### src/itv_pkg.sv
package itv_pkg;
  // ==========================================================
  // bus register map (byte addresses)
  localparam logic [7:0] ADDR_REQ = 8'h00;
  localparam logic [7:0] ADDR_REQ_HI = 8'h04;
  localparam logic [7:0] ADDR_EN = 8'h08;
  localparam logic [7:0] ADDR_EN_HI = 8'h0C;
  localparam logic [7:0] ADDR_TRAP_FLAG = 8'h10;
  localparam logic [7:0] ADDR_STATUS = 8'h14;
  localparam logic [7:0] ADDR_MASK = 8'h18;
  localparam logic [7:0] ADDR_VECTOR = 8'h1C;
  localparam logic [7:0] ADDR_SWTRAP = 8'h20;
  localparam logic [7:0] ADDR_PEC_CTRL = 8'h24;
  localparam logic [7:0] ADDR_PRIO_BASE = 8'h40;
  localparam int NSRC = 38;
  localparam int NPEC = 8;
  // ==========================================================
  // trap numbers
  localparam logic [6:0] TRAP_RESET = 7'h00;
  localparam logic [6:0] TRAP_NMI = 7'h02;
  localparam logic [6:0] TRAP_STACK_OVER_FLAG = 7'h04;
  localparam logic [6:0] TRAP_STACK_UNDER_FLAG = 7'h06;
  localparam logic [6:0] TRAP_CLASS_B = 7'h0A;
  // trap flag register bit positions
  localparam int TF_NMI = 15;
  localparam int TF_STACK_OVER_FLAG = 14;
  localparam int TF_STACK_UNDER_FLAG = 13;
  localparam int TF_UNDEFINED_OPCODE_FLAG = 7;
  localparam int TF_PROTECTED_INSTR_FAULT_FLAG = 3;
  localparam int TF_ILLEGAL_WORD_OPERAND_FLAG = 2;
  localparam int TF_ILLEGAL_INSTR_ACCESS_FLAG = 1;
  localparam int TF_ILLEGAL_EXT_BUS_FLAG = 0;
  // status bits
  localparam int ST_TRAP = 0;
  localparam int ST_INT = 1;
  localparam int ST_PEC = 2;
  localparam int ST_PEC_DONE = 3;
  // class priority of traps: a=3, b=2
  localparam logic [1:0] TPRIO_NONE = 2'h0;
  localparam logic [1:0] TPRIO_B = 2'h2;
  localparam logic [1:0] TPRIO_A = 2'h3;

  typedef struct packed {
    logic take;
    logic [6:0] trap_num;
    logic [8:0] vector;
  } itv_entry_s;

  typedef enum logic [1:0] {ITV_IDLE, ITV_TRAP, ITV_INT, ITV_PEC} itv_state_e;

  // source index to trap number, in table order
  function automatic logic [6:0] itv_src_trap(input int i);
    logic [6:0] t;
    t = 7'h00;
    if (i < 10) t = 7'(7'h32 + i);
    else if (i == 10) t = 7'h3C;
    else if (i < 14) t = 7'(7'h44 + i - 11);
    else begin
      case (i)
        14: t = 7'h20; 15: t = 7'h21; 16: t = 7'h3D; 17: t = 7'h3E;
        18: t = 7'h22; 19: t = 7'h23; 20: t = 7'h24; 21: t = 7'h25;
        22: t = 7'h26; 23: t = 7'h27; 24: t = 7'h28; 25: t = 7'h29;
        26: t = 7'h2A; 27: t = 7'h47; 28: t = 7'h2B; 29: t = 7'h2C;
        30: t = 7'h2D; 31: t = 7'h2E; 32: t = 7'h2F; 33: t = 7'h3F;
        34: t = 7'h40; 35: t = 7'h41; 36: t = 7'h42; 37: t = 7'h43;
        default: t = 7'h00;
      endcase
    end
    return t;
  endfunction
endpackage

### src/itv_prio_arb.sv
`timescale 1ns/1ps
// ==========================================================
// picks the highest priority pending enabled source
module itv_prio_arb (
  input wire logic [itv_pkg::NSRC-1:0] req,
  input wire logic [itv_pkg::NSRC*4-1:0] prio,
  output logic found,
  output logic [5:0] idx,
  output logic [3:0] level
);
  always_comb begin
    found = 1'b0;
    idx = 6'h00;
    level = 4'h0;
    for (int i = 0; i < itv_pkg::NSRC; i++) begin
      if (req[i] && (!found || prio[i*4 +: 4] > level)) begin
        found = 1'b1;
        idx = 6'(i);
        level = prio[i*4 +: 4];
      end
    end
  end
endmodule

### src/itv_top.sv
`timescale 1ns/1ps
module itv_top (
  input wire logic clock,
  input wire logic rstn,
  input wire logic [31:0] wb_adr_i,
  input wire logic [31:0] wb_dat_i,
  output logic [31:0] wb_dat_o,
  input wire logic wb_we_i,
  input wire logic [3:0] wb_sel_i,
  input wire logic wb_cyc_i,
  input wire logic wb_stb_i,
  output logic wb_ack_o,
  input wire logic [itv_pkg::NSRC-1:0] src_event,
  input wire logic nmi_event,
  input wire logic stack_over_event,
  input wire logic stack_under_event,
  input wire logic [4:0] class_b_event,
  input wire logic service_done,
  output logic entry_valid,
  output logic [6:0] entry_trap_num,
  output logic [8:0] entry_vector,
  output logic pec_cycle,
  output logic [2:0] pec_channel,
  output logic [3:0] cpu_level,
  output logic irq
);
  // ==========================================================
  // declarations
  logic [itv_pkg::NSRC-1:0] req_r;
  logic [itv_pkg::NSRC-1:0] en_r;
  logic [itv_pkg::NSRC*4-1:0] prio_r;
  logic [15:0] trap_flag_register;
  logic [3:0] status_r;
  logic [3:0] mask_r;
  logic [1:0] trap_prio_r;
  logic [3:0] level_r;
  logic [7:0] pec_count_r [itv_pkg::NPEC];
  logic [itv_pkg::NPEC-1:0] pec_en_r;
  logic [itv_pkg::NPEC-1:0] pec_cont_r;
  logic [6:0] sw_trap_r;
  logic sw_trap_pend_r;
  itv_pkg::itv_state_e state_r;
  itv_pkg::itv_entry_s entry_nxt;
  logic [itv_pkg::NSRC-1:0] pend;
  logic arb_found;
  logic [5:0] arb_idx;
  logic [3:0] arb_level;
  logic [1:0] trap_cls;
  logic [6:0] trap_num;
  logic trap_take;
  logic int_take;
  logic pec_take;
  logic [2:0] pec_ch;
  logic wb_hit;
  logic wb_wr;
  logic wb_rd;
  logic [7:0] a;
  logic [4:0] prio_i;
  logic [15:0] trap_set;
  logic [3:0] st_set;

  assign a = wb_adr_i[7:0];
  assign wb_hit = wb_cyc_i && wb_stb_i && !wb_ack_o;
  assign wb_wr = wb_hit && wb_we_i;
  assign wb_rd = wb_hit && !wb_we_i;
  assign prio_i = 5'(a[7:2] - 6'h10);

  // ==========================================================
  // source request and enable flags
  assign pend = req_r & en_r;

  itv_prio_arb u_arb (
    .req(pend),
    .prio(prio_r),
    .found(arb_found),
    .idx(arb_idx),
    .level(arb_level)
  );

  // ==========================================================
  // hardware trap decode: class a beats class b
  always_comb begin
    trap_set = 16'h0000;
    trap_set[itv_pkg::TF_NMI] = nmi_event;
    trap_set[itv_pkg::TF_STACK_OVER_FLAG] = stack_over_event;
    trap_set[itv_pkg::TF_STACK_UNDER_FLAG] = stack_under_event;
    trap_set[itv_pkg::TF_UNDEFINED_OPCODE_FLAG] = class_b_event[4];
    trap_set[itv_pkg::TF_PROTECTED_INSTR_FAULT_FLAG] = class_b_event[3];
    trap_set[itv_pkg::TF_ILLEGAL_WORD_OPERAND_FLAG] = class_b_event[2];
    trap_set[itv_pkg::TF_ILLEGAL_INSTR_ACCESS_FLAG] = class_b_event[1];
    trap_set[itv_pkg::TF_ILLEGAL_EXT_BUS_FLAG] = class_b_event[0];
    trap_cls = itv_pkg::TPRIO_NONE;
    trap_num = itv_pkg::TRAP_RESET;
    if (nmi_event) begin
      trap_cls = itv_pkg::TPRIO_A;
      trap_num = itv_pkg::TRAP_NMI;
    end else if (stack_over_event) begin
      trap_cls = itv_pkg::TPRIO_A;
      trap_num = itv_pkg::TRAP_STACK_OVER_FLAG;
    end else if (stack_under_event) begin
      trap_cls = itv_pkg::TPRIO_A;
      trap_num = itv_pkg::TRAP_STACK_UNDER_FLAG;
    end else if (|class_b_event) begin
      trap_cls = itv_pkg::TPRIO_B;
      trap_num = itv_pkg::TRAP_CLASS_B;
    end
  end

  assign trap_take = (trap_cls != itv_pkg::TPRIO_NONE) &&
                     !(state_r == itv_pkg::ITV_TRAP && trap_prio_r >= trap_cls);
  assign int_take = !trap_take && state_r != itv_pkg::ITV_TRAP && arb_found &&
                    (state_r == itv_pkg::ITV_IDLE ? arb_level > 4'h0 : arb_level > level_r);
  // source index 0..7 route through transfer channels
  assign pec_ch = arb_idx[2:0];
  assign pec_take = int_take && arb_idx < 6'(itv_pkg::NPEC) && pec_en_r[pec_ch] &&
                    (pec_cont_r[pec_ch] || pec_count_r[pec_ch] != 8'h00);

  always_comb begin
    entry_nxt = '0;
    if (trap_take) begin
      entry_nxt.take = 1'b1;
      entry_nxt.trap_num = trap_num;
    end else if (int_take && !pec_take) begin
      entry_nxt.take = 1'b1;
      entry_nxt.trap_num = itv_pkg::itv_src_trap(int'(arb_idx));
    end else if (sw_trap_pend_r && state_r != itv_pkg::ITV_TRAP) begin
      entry_nxt.take = 1'b1;
      entry_nxt.trap_num = sw_trap_r;
    end
    entry_nxt.vector = {entry_nxt.trap_num, 2'b00};
  end

  // ==========================================================
  // service state
  always_ff @(posedge clock or negedge rstn) begin
    if (!rstn) begin
      state_r <= itv_pkg::ITV_IDLE;
      trap_prio_r <= itv_pkg::TPRIO_NONE;
      level_r <= 4'h0;
    end else if (trap_take) begin
      state_r <= itv_pkg::ITV_TRAP;
      trap_prio_r <= trap_cls;
      level_r <= 4'hF;
    end else if (int_take && !pec_take) begin
      state_r <= itv_pkg::ITV_INT;
      level_r <= arb_level;
    end else if (service_done) begin
      state_r <= itv_pkg::ITV_IDLE;
      trap_prio_r <= itv_pkg::TPRIO_NONE;
      level_r <= 4'h0;
    end
  end

  // entry outputs; reset entry vectors to zero
  always_ff @(posedge clock or negedge rstn) begin
    if (!rstn) begin
      entry_valid <= 1'b0;
      entry_trap_num <= itv_pkg::TRAP_RESET;
      entry_vector <= 9'h000;
      pec_cycle <= 1'b0;
      pec_channel <= 3'h0;
      cpu_level <= 4'h0;
    end else begin
      entry_valid <= entry_nxt.take;
      if (entry_nxt.take) begin
        entry_trap_num <= entry_nxt.trap_num;
        entry_vector <= entry_nxt.vector;
      end
      pec_cycle <= pec_take;
      pec_channel <= pec_ch;
      // mirrors the next service level so the level drops with service_done
      cpu_level <= trap_take ? 4'hF : (int_take && !pec_take) ? arb_level :
                   service_done ? 4'h0 : level_r;
    end
  end

  // ==========================================================
  // request flags: set wins over clear
  always_ff @(posedge clock or negedge rstn) begin
    if (!rstn) begin
      req_r <= '0;
    end else begin
      for (int i = 0; i < itv_pkg::NSRC; i++) begin
        if (src_event[i]) begin
          req_r[i] <= 1'b1;
        end else if ((int_take && arb_idx == 6'(i)) ||
                     (wb_wr && a == itv_pkg::ADDR_REQ && i < 32 && wb_dat_i[i % 32]) ||
                     (wb_wr && a == itv_pkg::ADDR_REQ_HI && i >= 32 && wb_dat_i[i % 32])) begin
          req_r[i] <= 1'b0;
        end
      end
    end
  end

  // enables, priorities, transfer control
  always_ff @(posedge clock or negedge rstn) begin
    if (!rstn) begin
      en_r <= '0;
      prio_r <= '0;
      mask_r <= 4'h0;
      pec_en_r <= '0;
      pec_cont_r <= '0;
    end else if (wb_wr) begin
      if (a == itv_pkg::ADDR_EN) en_r[31:0] <= wb_dat_i;
      if (a == itv_pkg::ADDR_EN_HI) en_r[itv_pkg::NSRC-1:32] <= wb_dat_i[itv_pkg::NSRC-33:0];
      if (a == itv_pkg::ADDR_MASK) mask_r <= wb_dat_i[3:0];
      if (a == itv_pkg::ADDR_PEC_CTRL) begin
        pec_en_r <= wb_dat_i[7:0];
        pec_cont_r <= wb_dat_i[15:8];
      end
      if (a >= itv_pkg::ADDR_PRIO_BASE &&
          a < 8'(itv_pkg::ADDR_PRIO_BASE + 8'(itv_pkg::NSRC * 2))) begin
        prio_r[prio_i*8 +: 8] <= wb_dat_i[7:0];
      end
    end
  end

  // transfer counters: one decrement per stolen cycle, none on channels with pec_cont_r set
  for (genvar c = 0; c < itv_pkg::NPEC; c++) begin : g_pec
    always_ff @(posedge clock or negedge rstn) begin
      if (!rstn) begin
        pec_count_r[c] <= 8'h00;
      end else if (wb_wr && a == 8'(itv_pkg::ADDR_PEC_CTRL + 8'h04 + 8'(c * 4))) begin
        pec_count_r[c] <= wb_dat_i[7:0];
      end else if (pec_take && pec_ch == 3'(c) && !pec_cont_r[c]) begin
        pec_count_r[c] <= pec_count_r[c] - 8'h01;
      end
    end
  end

  // software trap request
  always_ff @(posedge clock or negedge rstn) begin
    if (!rstn) begin
      sw_trap_pend_r <= 1'b0;
      sw_trap_r <= 7'h00;
    end else if (wb_wr && a == itv_pkg::ADDR_SWTRAP) begin
      sw_trap_pend_r <= 1'b1;
      sw_trap_r <= wb_dat_i[6:0];
    end else if (!trap_take && !(int_take && !pec_take) && state_r != itv_pkg::ITV_TRAP) begin
      sw_trap_pend_r <= 1'b0;
    end
  end

  // ==========================================================
  // trap flags and status: set wins over clear
  assign st_set = {pec_take && !pec_cont_r[pec_ch] && pec_count_r[pec_ch] == 8'h01,
                   pec_take, int_take && !pec_take, trap_take};

  always_ff @(posedge clock or negedge rstn) begin
    if (!rstn) begin
      trap_flag_register <= 16'h0000;
    end else begin
      for (int i = 0; i < 16; i++) begin
        if (trap_set[i]) trap_flag_register[i] <= 1'b1;
        else if (wb_wr && a == itv_pkg::ADDR_TRAP_FLAG && !wb_dat_i[i])
          trap_flag_register[i] <= 1'b0;
      end
    end
  end

  always_ff @(posedge clock or negedge rstn) begin
    if (!rstn) begin
      status_r <= 4'h0;
    end else begin
      status_r <= st_set | ((wb_rd && a == itv_pkg::ADDR_STATUS) ? 4'h0 : status_r);
    end
  end

  always_ff @(posedge clock or negedge rstn) begin
    if (!rstn) begin
      irq <= 1'b0;
    end else begin
      irq <= |((status_r | st_set) & mask_r & ~((wb_rd && a == itv_pkg::ADDR_STATUS) ?
             status_r : 4'h0));
    end
  end

  // ==========================================================
  // wishbone slave, ack one cycle after strobe
  always_ff @(posedge clock or negedge rstn) begin
    if (!rstn) begin
      wb_ack_o <= 1'b0;
      wb_dat_o <= 32'h0000_0000;
    end else begin
      wb_ack_o <= wb_hit;
      wb_dat_o <= 32'h0000_0000;
      if (wb_rd) begin
        case (a)
          itv_pkg::ADDR_REQ: wb_dat_o <= req_r[31:0];
          itv_pkg::ADDR_REQ_HI: wb_dat_o <= 32'(req_r[itv_pkg::NSRC-1:32]);
          itv_pkg::ADDR_EN: wb_dat_o <= en_r[31:0];
          itv_pkg::ADDR_EN_HI: wb_dat_o <= 32'(en_r[itv_pkg::NSRC-1:32]);
          itv_pkg::ADDR_TRAP_FLAG: wb_dat_o <= {16'h0000, trap_flag_register};
          itv_pkg::ADDR_STATUS: wb_dat_o <= {28'h0000000, status_r};
          itv_pkg::ADDR_MASK: wb_dat_o <= {28'h0000000, mask_r};
          itv_pkg::ADDR_VECTOR: wb_dat_o <= {16'h0000, state_r, level_r, entry_trap_num,
                                             1'b0, 2'b00};
          itv_pkg::ADDR_PEC_CTRL: wb_dat_o <= {16'h0000, pec_cont_r, pec_en_r};
          default: begin
            // bounded by address so high offsets do not alias onto low pairs
            if (a >= itv_pkg::ADDR_PRIO_BASE &&
                a < 8'(itv_pkg::ADDR_PRIO_BASE + 8'(itv_pkg::NSRC * 2)))
              wb_dat_o <= {24'h000000, prio_r[prio_i*8 +: 8]};
          end
        endcase
      end
    end
  end
endmodule

### config.mk
export PLATFORM = sky130hd
export DESIGN_NAME = itv_top
export DESIGN_NICKNAME = d
export VERILOG_FILES = /design/src/itv_pkg.sv /design/src/itv_prio_arb.sv /design/src/itv_top.sv
export SDC_FILE = /design/constraint.sdc
export NUM_CORES = 1
export LEC_CHECK = 0
export BUFFER_PORTS_ARGS = -buffer_cell sky130_fd_sc_hd__buf_2
export CAP_MARGIN = 10
export CORE_MARGIN = 2
export CORE_UTILIZATION = 38
export DETAILED_ROUTE_END_ITERATION = 10
export PLACE_DENSITY = 0.6
export SYNTH_ARGS = -nofsm -noshare
export SYNTH_HDL_FRONTEND = slang
export SYNTH_SLANG_ARGS = --single-unit
### constraint.sdc
create_clock -name clock -period 60.9 [get_ports clock]
set_input_delay 3.045 -clock clock [delete_from_list [all_inputs] [get_ports clock]]
set_output_delay 3.045 -clock clock [all_outputs]
set_load 0.005 [all_outputs]
Word level (Yosys, flattened, before mapping) --
Memories as Yosys holds them, arrays and structs flattened. Index checks and enable logic that the tools add are counted.
Operators by class: $add $sub $neg 13, order comparisons 47, eq/ne operators 66, shift operators 3, muxes and demuxes 259, bitwise gates (word level) 7, reductions and logical operators 376
Operators by type and width (count):
- case mux 32 bit (9 select lines) | 1
- 2-to-1 mux 4 bit | 52
- 2-to-1 mux 8 bit | 22
- logical AND 1 bit | 169
- bitwise mux 152 bit | 1
- > comparator 4 bit | 38
- variable shift 8 x 34 -> 152 bit (first input constant) | 1
- indexed part select 152 x 9 -> 8 bit | 1
- indexed part select 8 x 34 -> 152 bit | 1
- 2-to-1 mux 1 bit | 136
- nonzero test 2 bit | 57
- equality test 6 x 5 -> 1 bit (second input constant) | 17
- 2-to-1 mux 5 bit | 16
- logical OR 1 bit | 76
- equality test 8 x 6 -> 1 bit (second input constant) | 8
- subtractor 8 x 1 -> 8 bit (second input constant) | 8
- zero test 1 bit | 60
- equality test 6 x 4 -> 1 bit (second input constant) | 8
- 2-to-1 mux 7 bit | 6
- AND 38 bit | 1
- equality test 6 bit (second input constant) | 6
- 2-to-1 mux 6 bit | 6
- negation 8 -> 34 bit | 1
- equality test 8 x 5 -> 1 bit (second input constant) | 4
- 42 further kinds | 75
Word-level totals: bits in registers 386, ROM bits 448, output and inout port bits 59, memories 1
Memories:
- (name not given) | words 64, width 7, rd ports 1, clocked after Yosys merged registers in 0, wr ports 0, RTL line itv_pkg.sv:59 | case (i)

Logic depth before layout (Yosys ltp) --
depth in word-level cells 164, gate-level depth with buffers 353

Modules after synthesis --
A second synthesis with hierarchy kept.
Unflattened totals: cells, all modules 3085, area total of the unflattened synthesis 28093.2 µm²
By module, submodules not included:
- itv_top | instances 1, cells each 1917, area each 19945.4 µm²
- itv_prio_arb | instances 1, cells each 1168, area each 8147.8 µm²

Worst setup path after synthesis --
No wires, ideal clock.
path type reg2reg, start register en_r[0] in the netlist's numbering, end register pec_count_r[18] in the netlist's numbering, setup time 87 ps, arrival 58893 ps, data required time 60813 ps, slack 1920 ps, stages on the path, launching flop included 309, path buffers 12, period minus slack after synthesis 58980 ps, cells stage by stage dfrtp_1 -> buf_2 -> nand3_1 -> ha_1 -> a211o_1 -> o21ai_0 -> mux2i_1 -> inv_1 -> ha_1 -> nor2b_1 -> o211ai_1 -> a31o_1 -> buf_6 -> o211a_1 -> or2_2 -> ha_1 -> and4_1 -> a21oi_1 -> [... 273 more ...] -> a21oi_1 -> a21oi_1 -> nand3_1 -> o21ai_0 -> a21oi_1 -> a21oi_1 -> mux2_4 -> nor3_4 -> buf_6 -> mux2i_1 -> mux2_2 -> a2111oi_4 -> o211ai_1 -> buf_4 -> or3_4 -> buf_6 -> or4_1 -> o211ai_1
On the way: longest elaborated chain between the ends 160
Ends and longest elaborated chain:
- from (decl) | RTL line itv_top.sv:30 | logic [itv_pkg::NSRC-1:0] en_r;
- from (signal, indexed assignment) | RTL line itv_top.sv:205 | if (a == itv_pkg::ADDR_EN_HI) en_r[itv_pkg::NSRC-1:32] <= wb_dat_i[itv_pkg::NSRC-33:0];
- AND 38 bit (*) | RTL line itv_top.sv:70 | assign pend = req_r & en_r;
- 2-to-1 mux 4 bit or 2-to-1 mux 1 bit (tied branches) | RTL line itv_prio_arb.sv:16 | if (req[i] && (!found || prio[i*4 +: 4] > level)) begin
- > comparator 4 bit or zero test 1 bit (tied branches) | RTL line itv_prio_arb.sv:16
- logical OR 1 bit | RTL line itv_prio_arb.sv:16
- logical AND 1 bit | RTL line itv_prio_arb.sv:16
- 2-to-1 mux 4 bit or 2-to-1 mux 1 bit (tied branches) | RTL line itv_prio_arb.sv:16
- > comparator 4 bit or zero test 1 bit (tied branches) | RTL line itv_prio_arb.sv:16
- logical OR 1 bit | RTL line itv_prio_arb.sv:16
- [... 142 more ...]
- via arb_idx[1] | RTL line itv_top.sv:46 | logic [5:0] arb_idx;
- NOT 3 -> 4 bit (implied by the code) | RTL line itv_top.sv:116 | (pec_cont_r[pec_ch] || pec_count_r[pec_ch] != 8'h00);
- binary-select mux 8 bit (select 3 bit) | RTL line itv_top.sv:116
- 2-to-1 mux 8 bit (implied by the code) (2 in a row) | RTL line itv_top.sv:116
- nonzero test 8 bit | RTL line itv_top.sv:116
- logical OR 1 bit | RTL line itv_top.sv:116
- logical AND 1 bit | RTL line itv_top.sv:115 | assign pec_take = int_take && arb_idx < 6'(itv_pkg::NPEC) && pec_en_r[pec_ch] &&
- logical AND 1 bit (*) (2 in a row) | RTL line itv_top.sv:225 | end else if (pec_take && pec_ch == 3'(c) && !pec_cont_r[c]) begin
- nonzero test 2 bit (no source line) (*)
- to (signal, indexed assignment) | RTL line itv_top.sv:224 | pec_count_r[c] <= wb_dat_i[7:0];
- to (signal, indexed assignment) | RTL line itv_top.sv:226 | pec_count_r[c] <= pec_count_r[c] - 8'h01;
- to (decl) | RTL line itv_top.sv:37 | logic [7:0] pec_count_r [itv_pkg::NPEC];
Mark *: on every way through the listed nets, which the timed path passes. The rest lies on a longest branch. The select of a mux whose other input is x is not followed. A chain may end at the register's enable or synchronous reset.

Worst setup path in the final report --
start register req_r[0] in the netlist's numbering, end register pec_count_r[14] in the netlist's numbering
On the way: longest elaborated chain between the ends 160
Ends and longest elaborated chain:
- from (decl) | RTL line itv_top.sv:29 | logic [itv_pkg::NSRC-1:0] req_r;
- from (signal assigned) | RTL line itv_top.sv:181 | req_r <= '0;
- from (signal, indexed assignment) | RTL line itv_top.sv:185 | req_r[i] <= 1'b1;
- from (signal, indexed assignment) | RTL line itv_top.sv:189 | req_r[i] <= 1'b0;
- AND 38 bit (*) | RTL line itv_top.sv:70
- 2-to-1 mux 4 bit or 2-to-1 mux 1 bit (tied branches) | RTL line itv_prio_arb.sv:16
- > comparator 4 bit or zero test 1 bit (tied branches) | RTL line itv_prio_arb.sv:16
- logical OR 1 bit | RTL line itv_prio_arb.sv:16
- logical AND 1 bit | RTL line itv_prio_arb.sv:16
- 2-to-1 mux 4 bit or 2-to-1 mux 1 bit (tied branches) | RTL line itv_prio_arb.sv:16
- > comparator 4 bit or zero test 1 bit (tied branches) | RTL line itv_prio_arb.sv:16
- logical OR 1 bit | RTL line itv_prio_arb.sv:16
- [... 142 more ...]
- NOT 3 -> 4 bit (implied by the code) | RTL line itv_top.sv:116
- binary-select mux 8 bit (select 3 bit) | RTL line itv_top.sv:116
- 2-to-1 mux 8 bit (implied by the code) (2 in a row) | RTL line itv_top.sv:116
- nonzero test 8 bit | RTL line itv_top.sv:116
- logical OR 1 bit | RTL line itv_top.sv:116
- logical AND 1 bit | RTL line itv_top.sv:115
- logical AND 1 bit (*) (2 in a row) | RTL line itv_top.sv:225
- nonzero test 2 bit (no source line) (*)
Every way passes the cells marked *; elsewhere a longest branch is shown, timed or not. The select of a mux whose other input is x is not followed.

==> results by group <==
Worst setup path
  – Max incr delay on CP: 0.65 ns
  – Reg2reg start: req_r[0]
  – Worst r2r path cells: 320
  – R2r endpoint: pec_count_r[14]
  – Critical Path Slowest Stage Cell: or4b_2
  – Crit-path leading delay family: compound AO/OA/AOI/OAI gates
  – Crit. End Element: register
  – CP max FO: 41
  – Startpoint Class: register
  – Worst endpoint required time: 61.41 ns
  – Critical Path AT: 58.98 ns
  – Most used cell, CP: a21oi_2
  – Worst reg-to-reg setup slack: 2.43 ns
  – WP buf/inv: 38
  – Worst Path Class, Setup: register to register

STA
  – Period utilization: 96.0%
  – Slew @ Worst Pin: 1.19 ns
  – Max Transition Viols Final: 0
  – Tmin final: 58.47 ns
  – Final Hold Viols: 0
  – Skew final: 0.0318 ns
  – Final setup fails: 0
  – RSZ-0062 raised after global routing: true
  – Slew HR: 20.0%
  – Fmax: 17.1 MHz

Clocking
  – CTS Buf Count: 43
  – Post-CTS Hold Fix Bufs: 0
  – Clk_lat worst skew: 0.61 ns
  – Clock transition at path regs: 0.06 ns
  – Clk root buf: clkbuf_16
  – CTS max path bufs: 3
  – H-tree depth: 2
  – CTS tree: built
  – CTS sink cnt: 386

Yosys
  – Top post-synthesis cells by count: nand2_1, dfrtp_1, o21ai_0
  – Number of library cell types mapped by synthesis: 113
  – Ys async rst share: 100%
  – Mapped cell area: 28300 µm²
  – Avg Inst Size Synth: 8.52 µm²
  – Sequential area share after synthesis: 34.1%
  – EDFF count, synth: 0
  – Post-synthesis register bit count: 386
  – Most common cell in the netlist: nand2_1
  – Synth Instances: 3327
  – Synth warn: 0
  – Largest cells by area after synthesis: dfrtp_1, ha_1, nand2_1, o21ai_0, mux2_2
  – Prevailing post-synth register cell: dfrtp_1
  – Top-area cell type share of the netlist area: 34.1%
  – Synth area leader: dfrtp_1

Cells and area
  – Reg area: 9660 µm²
  – Area grow syn2layout: 20.8%
  – Area occupied by multi-input gates: 18700 µm²
  – Layout cells sized above 1: 24.6%
  – Layout Nets: 3858
  – Non-filler cells in the finished layout: 4590
  – Final Util: 46.2%
  – Layout fillers: 7198

Placed design
  – Placed insts: 4417
  – Gpl congestion: 0.963
  – IO Port Bufs: 148
  – HPWL after DPL: 82100 µm

Hold path
  – Hold crit path type: register to register
  – Min-delay src: sw_trap_r[3]
  – Hold path endpoint: sw_trap_r[3]
  – Hold path depth: 2

Power and ir drop
  – Static Leak: 0.0144 µW
  – Worst ir drop on vdd: 0.0196 mV
  – Power per Cell Area: 23.1 nW/µm²

Drt
  – Antenna Violating Nets Remaining: 0
  – TritonRoute pass-1 iters: 6
  – Drt total wl: 112000 µm
  – First-iteration detailed-routing DRC count: 2803
  – Routed wire per std cell: 24.4 µm
  – Drc violations: 0
  – Vias: 28083
  – Vias per cell: 6.12

Die
  – FP Rows: 100
  – Die area: 76800 µm²
  – Number of I/O pins: 179
  – Area of the core: 74100 µm²
  – Chip width: 277 µm
  – Die height: 277 µm
  – Initial Utilization: 38.3%

GRT
  – Initial antenna violation count: 4
  – Gr usage total: 27.7%
  – Gr ovfl total: 0
  – Vias in the first global route: 25897
  – Global-route wire length before repair: 163000 µm
  – Largest net degree at the start of global routing: 159

Job
  – Max-Cap Viols: 0

Status
  – Status: finished, final reports clean
[kinds of logic (layout without fill, tap and decap cells)]
kind of cell             after synthesis  in the layout  synth area share [%]
multiplexers                         211            211                  9.72
flip-flops                           386            386                  34.1
AND/OR/NAND/NOR                     1236           1236                  20.7
buffers and inverters                351            642                  4.99
adder cells (fa/ha/maj)              151            151                  6.65
XOR/XNOR                              17             17                 0.526
other                                  1              3                0.0132
AO/OA/AOI/OAI                        974            975                  23.4
[repair_timing]
action / CTS / global route
setup endpoints to repair: 124 / 127
buffers inserted: 5 / 90
pin swaps: 2 / 119
cloned: 0 / 2
gates resized for setup: 19 / 271
[state kept, by name (all words and copies together), names as in the netlist, 7 cells and up]
register / count
pec_en_r: 8
pec_cont_r: 8
en_r: 38
entry_vector: 7
wb_dat_o: 32
sw_trap_r: 7
req_r: 38
trap_flag_register: 8
pec_count_r: 64
prio_r: 152
[worst max path at each step]
stage,startpoint,end,slack (ns),depth (start not counted)
2_1_floorplan,en_r[0],pec_count_r[18],1.92,308
3_3_place_gp,req_r[0],sw_trap_pend_r,-0.71,311
3_5_place_dp,req_r[0],sw_trap_pend_r,-0.93,312
4_1_cts,req_r[0],pec_count_r[60],0.02,320
5_1_grt,req_r[0],pec_count_r[14],-0.73,330
6_report,req_r[0],pec_count_r[14],2.43,320
[power breakdown]
group / internal [µW] / total (µW) / switching, µW
logic: 92.2 / 243 / 151
registers: 264 / 275 / 10.9
clock network: 157 / 272 / 115
[layout by cell type (no fill, tap or decap), types with 110 or more instances in the layout]
| master | netlist | layout |
|---|---|---|
| inv_1 | 196 | 195 |
| o21ai_0 | 272 | 242 |
| nand2_1 | 458 | 447 |
| nor2_1 | 230 | 217 |
| ha_1 | 149 | 118 |
| nand3_1 | 150 | 143 |
| buf_2 | 10 | 146 |
| buf_4 | 12 | 211 |
| a21oi_1 | 156 | 110 |
| dfrtp_1 | 386 | 384 |
[worst reg2reg max path: cells and delay by family, from the launching register on]
| family | cells | cell delay [ns] |
|---|---|---|
| AOI/OAI and AO/OA | 145 | 23.91 |
| adders and majority gates | 39 | 10.95 |
| buffers and inverters | 38 | 4.77 |
| DFF | 1 | 0.50 |
| muxes | 26 | 7.22 |
| and+or+nand+nor | 72 | 11.07 |
[metrics by stage]
stage	TNS (ns)	hold WS, ns	cell area, µm²	power (µW)	setup slack, ns
global route	-62.20	0.518	34200	821	-0.726
detailed placement	-59.77	0.466	30600	487	-0.927
CTS	0	0.479	32200	760	0.0167
finish	0	0.480	34200	790	2.43
floorplan	0	0.445	28300	408	1.92
global placement	-36.55	0.460	30600	486	-0.711
[layout make-up]
cell class / count / area share (%)
diodes: 1 / 0.00731
clock buffers: 65 / 3.83
clock inverters: 11 / 0.373
inverters: 198 / 2.17
multi-input cells: 2592 / 54.6
flip-flops and latches: 386 / 28.2
well taps: 969 / 3.54
repair buffers: 368 / 7.25
[routing by layer]
layer | GRT usage, % | vias to the layer above | routed length, µm
met5 | 0 | - | 38
met4 | 13.7 | 6 | 6230
met3 | 5.31 | 263 | 9160
met2 | 43.3 | 1257 | 50300
met1 | 36.7 | 13715 | 46400
li1 | - | 12842 | -
Power figures use the tool's default switching activity.
